**src/shared/rxfc_pkg.sv**
```systemverilog
// Shared constants and types for the receive control block.
// Assumes a single 10 MHz reference clock and 16-bit serial commands.
package rxfc_pkg;
  // Power-on values of the configuration words
  localparam logic [15:0] RXFC_RATE_RESET = 16'hC813;
  localparam logic [15:0] RXFC_FIFO_RESET = 16'hCE87;
  localparam logic [15:0] RXFC_EXT_RESET = 16'hB0CA;
  // Command codes in the upper byte of a write command
  localparam logic [7:0] RXFC_RATE_CODE = 8'hC8;
  localparam logic [7:0] RXFC_FIFO_CODE = 8'hCE;
  localparam logic [7:0] RXFC_EXT_CODE = 8'hB0;
  // Field positions
  localparam int RXFC_PRESCALE_BIT = 7;
  localparam int RXFC_FE_BIT = 0;
  localparam int RXFC_FF_BIT = 1;
  localparam int RXFC_START_LSB = 2;
  localparam int RXFC_LEVEL_LSB = 4;
  localparam int RXFC_CTLS_BIT = 6;
  localparam int RXFC_DCAL_BIT = 4;
  localparam int RXFC_BW_LSB = 2;
  // Fill start codes
  localparam logic [1:0] RXFC_START_VDI = 2'h0;
  localparam logic [1:0] RXFC_START_SYNC = 2'h1;
  localparam logic [1:0] RXFC_START_ALWAYS = 2'h3;
  localparam logic [7:0] RXFC_SYNC_FIXED = 8'h2D;
  // Rate and counting constants
  localparam int RXFC_REF_CLK_HZ = 10000000;
  localparam logic [4:0] RXFC_BASE_LAST = 5'(29 - 1);
  localparam logic [2:0] RXFC_PRESCALE_LAST = 3'(8 - 1);
  localparam logic [2:0] RXFC_QUALITY_RUN = 3'h5;
  localparam logic [6:0] RXFC_FIFO_BITS = 7'h40;
  localparam logic [9:0] RXFC_TAIL_LONG = 10'h200;
  localparam logic [9:0] RXFC_TAIL_SHORT = 10'h080;
  localparam logic [4:0] RXFC_CMD_BITS = 5'h10;
  localparam logic [4:0] RXFC_STATUS_CLEAR_AT = 5'h3;
  localparam int RXFC_WORD_W = 8;
  localparam int RXFC_DEPTH = 8;

  typedef enum logic [1:0] {
    RXFC_SP_IDLE = 2'b00,
    RXFC_SP_CMD = 2'b01,
    RXFC_SP_STAT = 2'b10,
    RXFC_SP_FIFO = 2'b11
  } rxfc_sp_state_t;

  // Status word, first bit shifted out at the top
  typedef struct packed {
    logic fill_threshold_flag;
    logic buffer_overflow_flag;
    logic wake_timer_flag;
    logic low_supply_flag;
    logic buffer_empty_flag;
    logic signal_strength_flag;
    logic data_quality_flag;
    logic bit_sync_lock_flag;
    logic freq_cycle_toggle;
    logic freq_repeat_match;
    logic offset_sign;
    logic [4:0] offset_magnitude;
  } rxfc_status_t;

  // Frequency correction inputs from the analog side
  typedef struct packed {
    logic cycle_done;
    logic repeat_match;
    logic sign;
    logic [4:0] magnitude;
  } rxfc_freq_t;
endpackage : rxfc_pkg

```
**src/logic/rxfc_ctrl.sv**
```systemverilog
// Receive-side control: serial command port, bit rate divider, quality detector,
// sync search, 64-bit receive buffer and status readout.
// Assumes all inputs, including the serial pins, are synchronous to clock.
`timescale 1ns/1ns

// Word FIFO between bit assembly and the host read shifter
module rxfc_word_fifo #(
  parameter int WIDTH = 8,
  parameter int DEPTH = 8
) (
  input wire logic clock, // Reference clock
  input wire logic rst_n, // Synchronous reset
  input wire logic flush, // Drop all contents
  input wire logic in_valid, // Write request
  output logic in_ready, // Space available
  input wire logic [WIDTH-1:0] in_data, // Write word
  output logic out_valid, // Word available
  input wire logic out_ready, // Read accept
  output logic [WIDTH-1:0] out_data // Head word
);
  localparam int AW = $clog2(DEPTH);
  logic [WIDTH-1:0] mem_q [DEPTH];
  logic [AW-1:0] wr_q;
  logic [AW-1:0] rd_q;
  logic [AW:0] cnt_q;
  wire push = in_valid && in_ready;
  wire pop = out_valid && out_ready;

  // Flags come straight from the occupancy count
  assign in_ready = cnt_q != DEPTH[AW:0];
  assign out_valid = cnt_q != '0;
  assign out_data = mem_q[rd_q];

  // Pointers wrap naturally; depth is a power of two
  always_ff @(posedge clock)
  begin
    if (!rst_n || flush)
    begin
      wr_q <= '0;
      rd_q <= '0;
      cnt_q <= '0;
    end
    else
    begin
      if (push)
        wr_q <= wr_q + 1'b1;
      if (pop)
        rd_q <= rd_q + 1'b1;
      cnt_q <= cnt_q + (AW+1)'(push) - (AW+1)'(pop);
    end
  end

  // Storage is not reset; reads are gated by the count
  always_ff @(posedge clock)
  begin
    if (push)
      mem_q[wr_q] <= in_data;
  end
endmodule : rxfc_word_fifo

module rxfc_ctrl (
  input wire logic clock, // 10 MHz reference
  input wire logic rst_n, // Synchronous reset
  input wire logic spi_sel_n, // Command select
  input wire logic spi_sck, // Serial clock
  input wire logic spi_sdi, // Serial data in
  output logic spi_sdo, // Serial data out
  output logic irq_out_n, // Interrupt line
  input wire logic rx_on, // Receiver enabled
  input wire logic analog_filter_sel, // Analog filter chosen
  input wire logic wake_on_irq_en, // Wake on interrupt
  input wire logic osc_run_en, // Oscillator enable
  output logic osc_run, // Oscillator running
  input wire logic [2:0] quality_threshold, // Quality threshold
  input wire logic [2:0] quality_value, // Quality per bit
  input wire logic rx_data_in, // Demodulated data
  input wire logic valid_data_indicator, // Valid data
  input wire logic [7:0] sync_pattern_low, // Second sync byte
  input wire logic buffer_select_n, // Buffer select via data pin
  output logic data_pin_o, // Received data
  output logic data_pin_oe, // Data pin driven
  output logic recovered_bit_clock, // Bit clock or threshold flag
  output logic data_quality_flag, // Quality good
  input wire logic wake_event, // Wake timer event
  input wire logic low_supply_in, // Supply below limit
  input wire logic signal_strength_in, // Strength above limit
  input wire logic bit_sync_lock_in, // Clock recovery locked
  input wire rxfc_pkg::rxfc_freq_t freq_in, // Frequency correction
  output logic clock_tail_long, // Long tail selected
  output logic [9:0] clock_tail_bits, // Tail length
  output logic wake_cal_disable, // Calibration off
  output logic [1:0] loop_bw_select // Loop bandwidth
);
  import rxfc_pkg::*;

  logic [15:0] rate_q, fifo_q, ext_q, cmd_q;
  logic [4:0] c29_q;
  logic [2:0] pre_q;
  logic [6:0] div_q;
  logic [2:0] run_q;
  logic seen_hi_q, seen_lo_q, bit_q, bit_tick_q;
  logic [15:0] sync_sh_q;
  logic fill_started_q;
  logic [7:0] asm_q, rd_q;
  logic [2:0] asm_n_q;
  logic [3:0] rd_n_q;
  logic [6:0] count_q;
  logic ovf_q, wake_q, lbd_irq_q, low_prev_q, toggle_q;
  logic sck_prev_q, irq_n_q, osc_q, sdo_q;
  logic [4:0] n_q;
  rxfc_sp_state_t sp_q;
  rxfc_status_t snap_q, status;
  logic fifo_in_ready, fifo_out_valid;
  logic [7:0] fifo_out_data;

  // Configuration fields
  wire prescale_on = rate_q[RXFC_PRESCALE_BIT];
  wire [6:0] rate_divider = rate_q[6:0];
  wire buffer_mode_en = fifo_q[RXFC_FE_BIT];
  wire sync_fill_en = fifo_q[RXFC_FF_BIT];
  wire [1:0] fill_start_select = fifo_q[RXFC_START_LSB +: 2];
  wire [3:0] fill_level_low = fifo_q[RXFC_LEVEL_LSB +: 4];
  wire [1:0] fill_level_high = ext_q[1:0];
  wire [6:0] fill_level = {1'b0, fill_level_high, fill_level_low};

  // Side settings
  assign clock_tail_long = ext_q[RXFC_CTLS_BIT];
  assign clock_tail_bits = clock_tail_long ? RXFC_TAIL_LONG : RXFC_TAIL_SHORT;
  assign wake_cal_disable = ext_q[RXFC_DCAL_BIT];
  assign loop_bw_select = ext_q[RXFC_BW_LSB +: 2];

  // Rate chain: /29, optional /8, then /(R+1)
  wire recov_on = rx_on && !analog_filter_sel;
  wire t29 = c29_q == RXFC_BASE_LAST;
  wire tpre = t29 && (!prescale_on || pre_q == RXFC_PRESCALE_LAST);
  wire bit_tick = recov_on && tpre && div_q == rate_divider;

  always_ff @(posedge clock)
  begin
    if (!rst_n || !recov_on)
    begin
      c29_q <= '0;
      pre_q <= '0;
      div_q <= '0;
    end
    else
    begin
      c29_q <= t29 ? '0 : c29_q + 5'h01;
      if (t29)
        pre_q <= (tpre || !prescale_on) ? '0 : pre_q + 3'h1;
      if (tpre)
        div_q <= bit_tick ? '0 : div_q + 7'h01;
    end
  end

  // Quality run: five good bits in a row, at least one of each level
  wire bit_good = quality_value > quality_threshold;
  assign data_quality_flag = rx_on && run_q == RXFC_QUALITY_RUN && seen_hi_q && seen_lo_q;
  always_ff @(posedge clock)
  begin
    if (!rst_n || !rx_on)
    begin
      run_q <= '0;
      seen_hi_q <= 1'b0;
      seen_lo_q <= 1'b0;
    end
    else if (bit_tick && !bit_good)
    begin
      run_q <= '0;
      seen_hi_q <= 1'b0;
      seen_lo_q <= 1'b0;
    end
    else if (bit_tick)
    begin
      run_q <= (run_q == RXFC_QUALITY_RUN) ? run_q : run_q + 3'h1;
      seen_hi_q <= seen_hi_q | rx_data_in;
      seen_lo_q <= seen_lo_q | !rx_data_in;
    end
  end

  // Sync search and fill start
  wire sync_match = sync_sh_q == {RXFC_SYNC_FIXED, sync_pattern_low};
  wire start_cond = (fill_start_select == RXFC_START_VDI && valid_data_indicator) ||
                    (fill_start_select == RXFC_START_SYNC && sync_match) ||
                    (fill_start_select == RXFC_START_ALWAYS);
  wire buf_ok = buffer_mode_en && recov_on;
  wire wr_fifo_cmd;
  wire [15:0] cmd_word;
  // A write that clears ff or fe drops everything; re-setting ff starts a fresh search
  wire flush = !buffer_mode_en || (wr_fifo_cmd && (!cmd_word[RXFC_FF_BIT] || !cmd_word[RXFC_FE_BIT]));
  wire fill_active = buf_ok && sync_fill_en && fill_started_q;
  wire pop_host;
  wire full_word = asm_n_q == 3'h7;
  wire at_cap = count_q == RXFC_FIFO_BITS;
  // Back-pressure: a completing byte waits for FIFO space
  wire fill_accept = bit_tick && fill_active && !at_cap && !(full_word && !fifo_in_ready);
  wire overflow_hit = bit_tick && fill_active && at_cap;

  always_ff @(posedge clock)
  begin
    if (!rst_n || flush)
      fill_started_q <= 1'b0;
    else if (buf_ok && sync_fill_en && start_cond)
      fill_started_q <= 1'b1;
  end

  always_ff @(posedge clock)
  begin
    if (!rst_n)
      sync_sh_q <= '0;
    else if (bit_tick)
      sync_sh_q <= {sync_sh_q[14:0], rx_data_in};
  end

  // Bit assembly into bytes
  always_ff @(posedge clock)
  begin
    if (!rst_n || flush)
    begin
      asm_q <= '0;
      asm_n_q <= '0;
    end
    else if (fill_accept)
    begin
      asm_q <= {asm_q[6:0], rx_data_in};
      asm_n_q <= asm_n_q + 3'h1;
    end
  end

  rxfc_word_fifo #(.WIDTH(RXFC_WORD_W), .DEPTH(RXFC_DEPTH)) u_fifo (
    .clock(clock),
    .rst_n(rst_n),
    .flush(flush),
    .in_valid(fill_accept && full_word),
    .in_ready(fifo_in_ready),
    .in_data({asm_q[6:0], rx_data_in}),
    .out_valid(fifo_out_valid),
    .out_ready(rd_n_q == 4'h0),
    .out_data(fifo_out_data)
  );

  // Host read shifter; only whole bytes become readable
  always_ff @(posedge clock)
  begin
    if (!rst_n || flush)
    begin
      rd_q <= '0;
      rd_n_q <= '0;
    end
    else if (rd_n_q == 4'h0 && fifo_out_valid)
    begin
      rd_q <= fifo_out_data;
      rd_n_q <= 4'h8;
    end
    else if (pop_host)
    begin
      rd_q <= {rd_q[6:0], 1'b0};
      rd_n_q <= rd_n_q - 4'h1;
    end
  end

  // Stored bit count drives the threshold and empty flags
  always_ff @(posedge clock)
  begin
    if (!rst_n || flush)
      count_q <= '0;
    else
      count_q <= count_q + 7'(fill_accept) - 7'(pop_host);
  end

  wire fill_threshold_flag = buf_ok && fill_level != 7'h00 && count_q >= fill_level;

  // Serial port edge detect; inputs already synchronous
  wire sck_rise = spi_sck && !sck_prev_q;
  wire stat_clear = sp_q == RXFC_SP_STAT && sck_rise && n_q == RXFC_STATUS_CLEAR_AT;
  assign pop_host = sp_q == RXFC_SP_FIFO && sck_rise && rd_n_q != 4'h0;
  assign cmd_word = cmd_q;
  wire apply = sp_q == RXFC_SP_CMD && spi_sel_n && n_q == RXFC_CMD_BITS;
  assign wr_fifo_cmd = apply && cmd_q[15:8] == RXFC_FIFO_CODE;

  // Sticky flags: a set in the clearing cycle wins
  always_ff @(posedge clock)
  begin
    if (!rst_n)
    begin
      ovf_q <= 1'b0;
      wake_q <= 1'b0;
      lbd_irq_q <= 1'b0;
      low_prev_q <= 1'b0;
      toggle_q <= 1'b0;
    end
    else
    begin
      ovf_q <= overflow_hit || (ovf_q && !stat_clear && !flush);
      wake_q <= wake_event || (wake_q && !stat_clear);
      lbd_irq_q <= (low_supply_in && !low_prev_q) || (lbd_irq_q && !stat_clear);
      low_prev_q <= low_supply_in;
      if (freq_in.cycle_done)
        toggle_q <= !toggle_q;
    end
  end

  // Status word in shift order
  assign status = '{fill_threshold_flag: fill_threshold_flag, buffer_overflow_flag: ovf_q,
                    wake_timer_flag: wake_q, low_supply_flag: low_supply_in || lbd_irq_q,
                    buffer_empty_flag: count_q == 7'h00, signal_strength_flag: signal_strength_in,
                    data_quality_flag: data_quality_flag, bit_sync_lock_flag: bit_sync_lock_in && recov_on,
                    freq_cycle_toggle: toggle_q, freq_repeat_match: freq_in.repeat_match,
                    offset_sign: freq_in.sign, offset_magnitude: freq_in.magnitude};

  // Serial sequencer
  always_ff @(posedge clock)
  begin
    if (!rst_n)
    begin
      sp_q <= RXFC_SP_IDLE;
      n_q <= '0;
      cmd_q <= '0;
      snap_q <= '0;
      sdo_q <= 1'b0;
      sck_prev_q <= 1'b0;
    end
    else
    begin
      sck_prev_q <= spi_sck;
      case (sp_q)
        RXFC_SP_IDLE:
        begin
          n_q <= '0;
          sdo_q <= 1'b0;
          if (!spi_sel_n)
            sp_q <= RXFC_SP_CMD;
          else if (!buffer_select_n && buf_ok)
            sp_q <= RXFC_SP_FIFO;
        end
        RXFC_SP_CMD:
        begin
          if (spi_sel_n)
            sp_q <= RXFC_SP_IDLE;
          else if (sck_rise && n_q == 5'h00 && !spi_sdi)
          begin
            sp_q <= RXFC_SP_STAT;
            snap_q <= status;
            sdo_q <= status[15];
            n_q <= 5'h01;
          end
          else if (sck_rise && n_q != RXFC_CMD_BITS)
          begin
            cmd_q <= {cmd_q[14:0], spi_sdi};
            n_q <= n_q + 5'h01;
          end
        end
        RXFC_SP_STAT:
        begin
          if (spi_sel_n)
            sp_q <= RXFC_SP_IDLE;
          else if (sck_rise && n_q != RXFC_CMD_BITS)
          begin
            sdo_q <= snap_q[4'(15 - n_q)];
            n_q <= n_q + 5'h01;
          end
        end
        RXFC_SP_FIFO:
        begin
          // One cycle lag is safe: the host clock runs at most a quarter of ours
          sdo_q <= rd_q[7];
          if (buffer_select_n || !buf_ok)
            sp_q <= RXFC_SP_IDLE;
        end
        default: sp_q <= RXFC_SP_IDLE;
      endcase
    end
  end

  // Configuration words take effect when select rises after 16 bits
  always_ff @(posedge clock)
  begin
    if (!rst_n)
    begin
      rate_q <= RXFC_RATE_RESET;
      fifo_q <= RXFC_FIFO_RESET;
      ext_q <= RXFC_EXT_RESET;
    end
    else if (apply)
    begin
      if (cmd_q[15:8] == RXFC_RATE_CODE)
        rate_q <= cmd_q;
      if (cmd_q[15:8] == RXFC_FIFO_CODE)
        fifo_q <= cmd_q;
      if (cmd_q[15:8] == RXFC_EXT_CODE)
        ext_q <= cmd_q;
    end
  end

  // Interrupt, oscillator and pin outputs
  wire irq_active = fill_threshold_flag || ovf_q || wake_q || lbd_irq_q;
  always_ff @(posedge clock)
  begin
    if (!rst_n)
    begin
      irq_n_q <= 1'b1;
      osc_q <= 1'b1;
      bit_q <= 1'b0;
      bit_tick_q <= 1'b0;
    end
    else
    begin
      irq_n_q <= !irq_active;
      osc_q <= osc_run_en || (wake_on_irq_en && irq_active);
      bit_tick_q <= bit_tick;
      if (bit_tick)
        bit_q <= rx_data_in;
    end
  end

  assign spi_sdo = sdo_q;
  assign irq_out_n = irq_n_q;
  assign osc_run = osc_q;
  assign data_pin_o = bit_q;
  assign data_pin_oe = !buffer_mode_en;
  assign recovered_bit_clock = buffer_mode_en ? fill_threshold_flag : bit_tick_q;
endmodule : rxfc_ctrl

```
**config.mk**
```make
export PLATFORM = sky130hd
export DESIGN_NAME = rxfc_ctrl
export DESIGN_NICKNAME = d
export VERILOG_FILES = /design/src/shared/rxfc_pkg.sv /design/src/logic/rxfc_ctrl.sv
export SDC_FILE = /design/constraint.sdc
export NUM_CORES = 1
export LEC_CHECK = 0
export ABC_CLOCK_PERIOD_IN_PS = 4350
export BUFFER_PORTS_ARGS = -buffer_cell sky130_fd_sc_hd__buf_2
export CORE_MARGIN = 3
export CORE_UTILIZATION = 47
export CTS_BUF_LIST = sky130_fd_sc_hd__clkbuf_4
export DETAILED_ROUTE_END_ITERATION = 7
export GPL_TIMING_DRIVEN = 0
export PLACE_DENSITY = 0.69
export SLEW_MARGIN = 20
export SYNTH_ARGS = -nofsm -noshare
export SYNTH_HDL_FRONTEND = slang
export SYNTH_SLANG_ARGS = --single-unit
export TNS_END_PERCENT = 10
```
**constraint.sdc**
```tcl
create_clock -name clock -period 4.35 [get_ports clock]
set_clock_uncertainty 0.2 [all_clocks]
set_input_delay 0.435 -clock clock [delete_from_list [all_inputs] [get_ports clock]]
set_output_delay 0.435 -clock clock [all_outputs]
set_load 0.05 [all_outputs]
```
==> Word level (Yosys, flattened, before mapping) <==
Memory sizes are Yosys's and may differ from the RTL's. A register that Yosys moved wholly into a read port is not among the register bits.
Cells that the tools add are included.
{ "word_totals": {"mem_bits_rw": 64, "mem_count": 1, "register_bits": 149, "in_bits": 38} }
{ "memory_table": {"columns": ["memory", "words", "width", "rd", "rd_ports_with_merged_regs", "wr", "line_no", "source"], "rows": [
  ["u_fifo.mem_q", 8, 8, 1, 1, 1, "rxfc_ctrl.sv:22", "logic [WIDTH-1:0] mem_q [DEPTH];"]
]} }
{ "op_classes": {"n_reduce_logical": 106, "n_bitwise": 5, "order_cmp": 3, "eq_ne": 27, "n_mux": 31, "addsub": 14} }
{ "ops": {"columns": ["op", "count"], "rows": [
  ["$logic_and A1 B1 Y1", 44],
  ["$eq A8 B8 Y1 const B", 3],
  ["$logic_not A1 Y1", 22],
  ["$mux W5", 4],
  ["$logic_or A1 B1 Y1", 18],
  ["$eq A16 B14 Y1", 1],
  ["$mux W8", 2],
  ["$add A3 B1 Y3 const B", 5],
  ["$pmux W5 S3", 1],
  ["$mux W2", 6],
  ["$reduce_and A4 Y1", 3],
  ["$add A5 B1 Y5 const B", 2],
  ["$eq A5 B5 Y1 const B", 2],
  ["$mux W10", 1],
  ["$eq A3 B3 Y1 const B", 3],
  ["$mux W3", 3],
  ["$mux W1", 8],
  ["$mux W4", 2],
  ["$pmux W2 S4", 1],
  ["$reduce_and A2 Y1", 4],
  ["$reduce_bool A4 Y1", 2],
  ["$add A7 B1 Y7", 1],
  ["$add A7 B1 Y7 const B", 1],
  ["$eq A7 B7 Y1", 1],
  ["32 further kinds", 46]
]} }

==> Depth between registers and ports, before layout <==
{ "logic_depth": {"word_depth": 12, "depth_mapped": 18, "depth_no_buf": 17} }

==> Hierarchy <==
A second synthesis with hierarchy kept.
{ "hier_totals": {"hier_cells": 935, "area_unflattened_um2": 9624.2} }
{ "by_module_without_submodules": {"columns": ["mod", "instances", "seq_area_each_um2", "cells_each", "area_each_um2"], "rows": [
  ["rxfc_ctrl", 1, 2742.6, 759, 6465.0],
  ["rxfc_word_fifo", 1, 2182.1, 176, 3159.3]
]} }

==> Least setup slack after synthesis <==
OpenSTA, ideal clock, no wires.
{ "synth_timing": {"kind": "reg-to-reg", "start": "reg c29_q[0]", "end": "reg count_q[6]", "required_ps": 4018, "setup_time_ps": 132, "synth_period_minus_slack_ps": 4183, "setup_slack_ps": 167, "arrival_ps": 3850, "path_stages_with_launch": 19, "n_path_buf": 1, "cell_sequence": "dfxtp_1 > inv_1 > ha_1 > nand4_4 > or2_4 > or4_4 > or4_4 > buf_4 > ha_1 > inv_1 > ha_1 > inv_1 > fa_1 > nand2b_1 > a21oi_1 > o21ai_0 > a21oi_1 > or3_1 > a21oi_1"} }
{ "synth_between": {"elab_chain_cells": 9} }
{ "synth_lines": {"columns": ["element", "line_no", "source"], "rows": [
  ["start: declaration", "rxfc_ctrl.sv:97", "logic [4:0] c29_q;"],
  ["start signal: assignment", "rxfc_ctrl.sv:148", "c29_q <= t29 ? '0 : c29_q + 5'h01;"],
  ["$eq A5 B5 Y1", "rxfc_ctrl.sv:134", "wire t29 = c29_q == RXFC_BASE_LAST;"],
  ["$logic_and A1 B1 Y1", "rxfc_ctrl.sv:135", "wire tpre = t29 && (!prescale_on || pre_q == RXFC_PRESCALE_LAST);"],
  ["$logic_and A1 B1 Y1 (2 in a row)", "rxfc_ctrl.sv:136", "wire bit_tick = recov_on && tpre && div_q == rate_divider;"],
  ["$logic_and A1 B1 Y1 (3 in a row)", "rxfc_ctrl.sv:196", "wire fill_accept = bit_tick && fill_active && !at_cap && !(full_word && !fifo_in_ready);"],
  ["$add A7 B1 Y7", "rxfc_ctrl.sv:268", "count_q <= count_q + 7'(fill_accept) - 7'(pop_host);"],
  ["$sub A7 B1 Y7", "rxfc_ctrl.sv:268", null],
  ["end signal: assignment", "rxfc_ctrl.sv:268", null],
  ["end: declaration", "rxfc_ctrl.sv:107", "logic [6:0] count_q;"]
]} }
Every way passes these cells.
A chain may end at the register's enable or synchronous reset.

==> Worst setup path in the final report <==
Same ends and word-level chain as after synthesis.

==> impl_metrics.ini <==
[yosys]
synth_top_cell_area_share = 0.3205
synth_compound_area_frac = 0.07933
avgSynthCellArea_sq_um = 10.53
synth_top_family_by_area = simple AND/OR/NAND/NOR gates
synth_xor_area_frac = 0.03739
synth_edf_count = 64
ys_seq_area_frac = 0.5256
synthTopCellsByArea = dfxtp_1 32%, edfxtp_1 21%, ha_1 5.9%
async_flop_share = 0
syn_area_sq_um = 9369
muxShareOfSynthArea = 0.1012
yosysUniqueCellTypes = 57
synthSimpleGateAreaFrac = 0.1512
syn_inst = 890
yosysWarningCount = 0
synthAdderAreaFrac = 0.06303
ys_ff_latch = 214
synth_common_cells = 150 x dfxtp_1, 111 x nand2_1, 97 x nor2_1, 64 x edfxtp_1, 63 x a21oi_1
synth_top_cell_by_area = dfxtp_1
synthFlopType = dfxtp_1
yosys.cell_count.top_type = dfxtp_1

[sta]
fmax_mhz = 240.6
setup-tns-final_ns = 0
worst_pin_slew_ns = 1.021
setup_violations = 0
slew_headroom = 0.3136
hold_viol_final = 0
slew_violations = 0
period_needed_ns = 4.156
period_share = 0.9554

[worst_setup_path]
critPathLaunchType = register
required_ns = 4.64
worstPathMaxFanout = 6
max_stage_delay_ns = 0.58
ff2ff_setup_slack_ns = 0.19
critPathSlowestCell = or4_4
crit_buf_inv = 3
worstReg2RegStart = c29_q[0]
crit_type = register to register
path_cells = inv_1 -> ha_1 -> nand4_4 -> or2_4 -> or4_4 -> or4_4 -> ha_1 -> inv_1 -> ha_1 -> inv_1 -> fa_1 -> nand2b_1 -> a21oi_2 -> o21ai_0 -> a21oi_1 -> or3_1 -> a21oi_1
cp-end-kind = register
path_delay_family = simple AND/OR/NAND/NOR gates
reg2regPathDepth = 17
worstReg2RegEnd = count_q[6]
worst_ep_arrival_time_ns = 4.44

[hold_path]
hold_end = run_q[1]
min-delay-start = rx_on
min_path_cells = 3
min_path_type = input port to register

[detailed_routing]
drt_iter0_drc = 368
first_pass_iters = 4
via_per_inst = 5.036
wirelength_mm = 19.92
highest-signal-layer = met4
dr_wl_met2_mm = 9.438
vias = 6718
wl_per_cell_microns = 14.94
wl_met1_mm = 9.152
route.detailed.drc = 0
ant_nets = 0
wl_met3_microns = 916

[floorplanning]
core-area_sq_um = 19530
dieHeight_microns = 147.2
initial_core_util = 0.4798
die_width_microns = 147.2
ios = 59
placementRows = 51
die_area_sq_um = 21660

[clock_network]
cts_sinks = 214
clk_latency_ns = 0.67
h-tree-depth = 2
ctsLongestPathBuffers = 3
cts-root-buf = clkbuf_4
numCtsBuffers = 54
cts_tree = done
clkTransAtPathRegs_ns = 0.06

[global_route]
grt_pass1_wl_mm = 32.80
grt_antenna_before_repair = 1
grt_usage = 0.1858
gr-total-overflow = 0
grt_pass1_vias = 6689
grt_max_degree = 16

[run]
maxCapViolations = 0

[final_layout]
area_growth_pct = 16.52
fin_nets = 1110
multiInputGateArea_sq_um = 4093
nFillCells = 1713
drive_above_1_share = 0.1743
final-seq-area_sq_um = 4925

[power_and_ir_drop]
p_leak_nw = 4.367
p_total_mw = 3.895
p_per_area_nw_per_um2 = 356.8
ir_drop_uv = 290.2

[placement]
finalWeightedCongestion = 0.8208
dpl.hpwl_mm = 13.83
port_buffers = 49

[status]
status = complete, no violations
-- worst max-delay path by stage --
stage                         from         end  slack (ns)  depth (start not counted)
after global placement       rx_on  count_q[6]       -0.32                         17
after CTS                 c29_q[0]  count_q[6]        0.10                         17
final                     c29_q[0]  count_q[6]        0.19                         17
after detailed placement     rx_on  count_q[6]       -0.35                         17
after global routing      c29_q[0]  count_q[6]       -0.02                         17
after floorplan           c29_q[0]  count_q[6]        0.17                         18
-- logic make-up (layout without fill, tap and decap cells) --
kind of cell | Yosys count | in the layout
buffers and inverters | 92 | 262
muxes | 71 | 71
other | 1 | 10
DFF | 214 | 214
AOI/OAI and AO/OA | 124 | 124
xor gates and xnor gates | 40 | 40
and+or+nand+nor | 302 | 302
adders and majority gates | 46 | 46
-- state kept, by name (all words and copies together), names as in the netlist, 3 cells and up, named ones only --
register and flops:
u_fifo.mem_q 64, cmd_q 16, snap_q 16, sync_sh_q 16
fifo_q 8, rate_q 8, rd_q 8, asm_q 7
count_q 7, div_q 7, ext_q 6, c29_q 5
n_q 5, rd_n_q 4, u_fifo.cnt_q 4, asm_n_q 3
pre_q 3, run_q 3, u_fifo.rd_q 3, u_fifo.wr_q 3
-- stage by stage --
stage                     hold slack (ns)  worst slack [ns]  instance area, sq um  utilization  instances
after CTS                        0.002773            0.1042                 10880       0.5571       1328
after detailed placement           0.2585           -0.3527                  9982       0.5112       1211
final                             0.05587            0.1942                 10920       0.5591       1334
after floorplan                    0.2297            0.1672                  9395            -        897
after global routing              0.03588          -0.02161                 10920       0.5591       1334
after global placement             0.2465           -0.3243                  9972       0.5107       1211
-- layout by cell type, fill, tap and decap left out, types with 3 or more instances in the layout --
| cell type | instances |
|---|---|
| clkinv_1 | 9 |
| o21ai_0 | 14 |
| dfxtp_1 | 150 |
| nor3_1 | 8 |
| xor2_1 | 20 |
| clkbuf_1 | 30 |
| nor2_1 | 97 |
| buf_2 | 50 |
| clkbuf_4 | 86 |
| nand4_1 | 10 |
| inv_1 | 45 |
| buf_1 | 3 |
| and2_1 | 7 |
| nand3_1 | 12 |
| a31oi_1 | 3 |
| nor4_1 | 5 |
| mux4_2 | 19 |
| buf_4 | 16 |
| a21o_1 | 7 |
| conb_1 | 8 |
| and3_1 | 3 |
| or3_1 | 3 |
| edfxtp_1 | 64 |
| xnor2_1 | 20 |
| a21oi_1 | 62 |
| a211oi_1 | 20 |
| dlygate4sd3_1 | 20 |
| or4_4 | 3 |
| o211ai_1 | 6 |
| nand4b_1 | 3 |
| nor2b_1 | 13 |
| nand2b_1 | 8 |
| ha_1 | 44 |
| nand2_1 | 111 |
| mux2i_1 | 52 |
-- per-layer routing --
| metal | vias to the layer above | global-route usage |
|---|---|---|
| met1 | 3151 | 0.2441 |
| li1 | 3395 | - |
| met3 | 38 | 0.03794 |
| met4 | 0 | 0.06524 |
| met2 | 134 | 0.3078 |
| met5 | - | 0 |
-- power breakdown --
group	switching (mW)	internal, mW
Combinational	0.0997	0.0587
Sequential	0.00665	2.05
Clock	0.786	0.893
Total	0.892	3.00
-- area by class of cell --
class | count | share of cell area
repair buffers | 74 | 0.04424
inverters | 46 | 0.01582
well taps | 265 | 0.03037
clock buffers | 86 | 0.05914
flip-flops and latches | 214 | 0.4511
multi-input cells | 591 | 0.3749
clock inverters | 11 | 0.004585
plain buffers | 45 | 0.01937
diodes | 2 | 0.0004585
-- tightest hold or removal path: stages --
cell,delay [ns]
buf_2,0.13
o211ai_1,0.21
a21oi_1,0.07
-- timing repair --
action	in CTS	in global routing
gates resized for setup	0	1
endpoints found under the setup margin	1	1
pin swaps	1	1
hold endpoints to repair	30	0
gates cloned	0	0
hold buffers	20	0
buffers inserted	1	4
No activity file was read; power rests on OpenSTA's default activity.
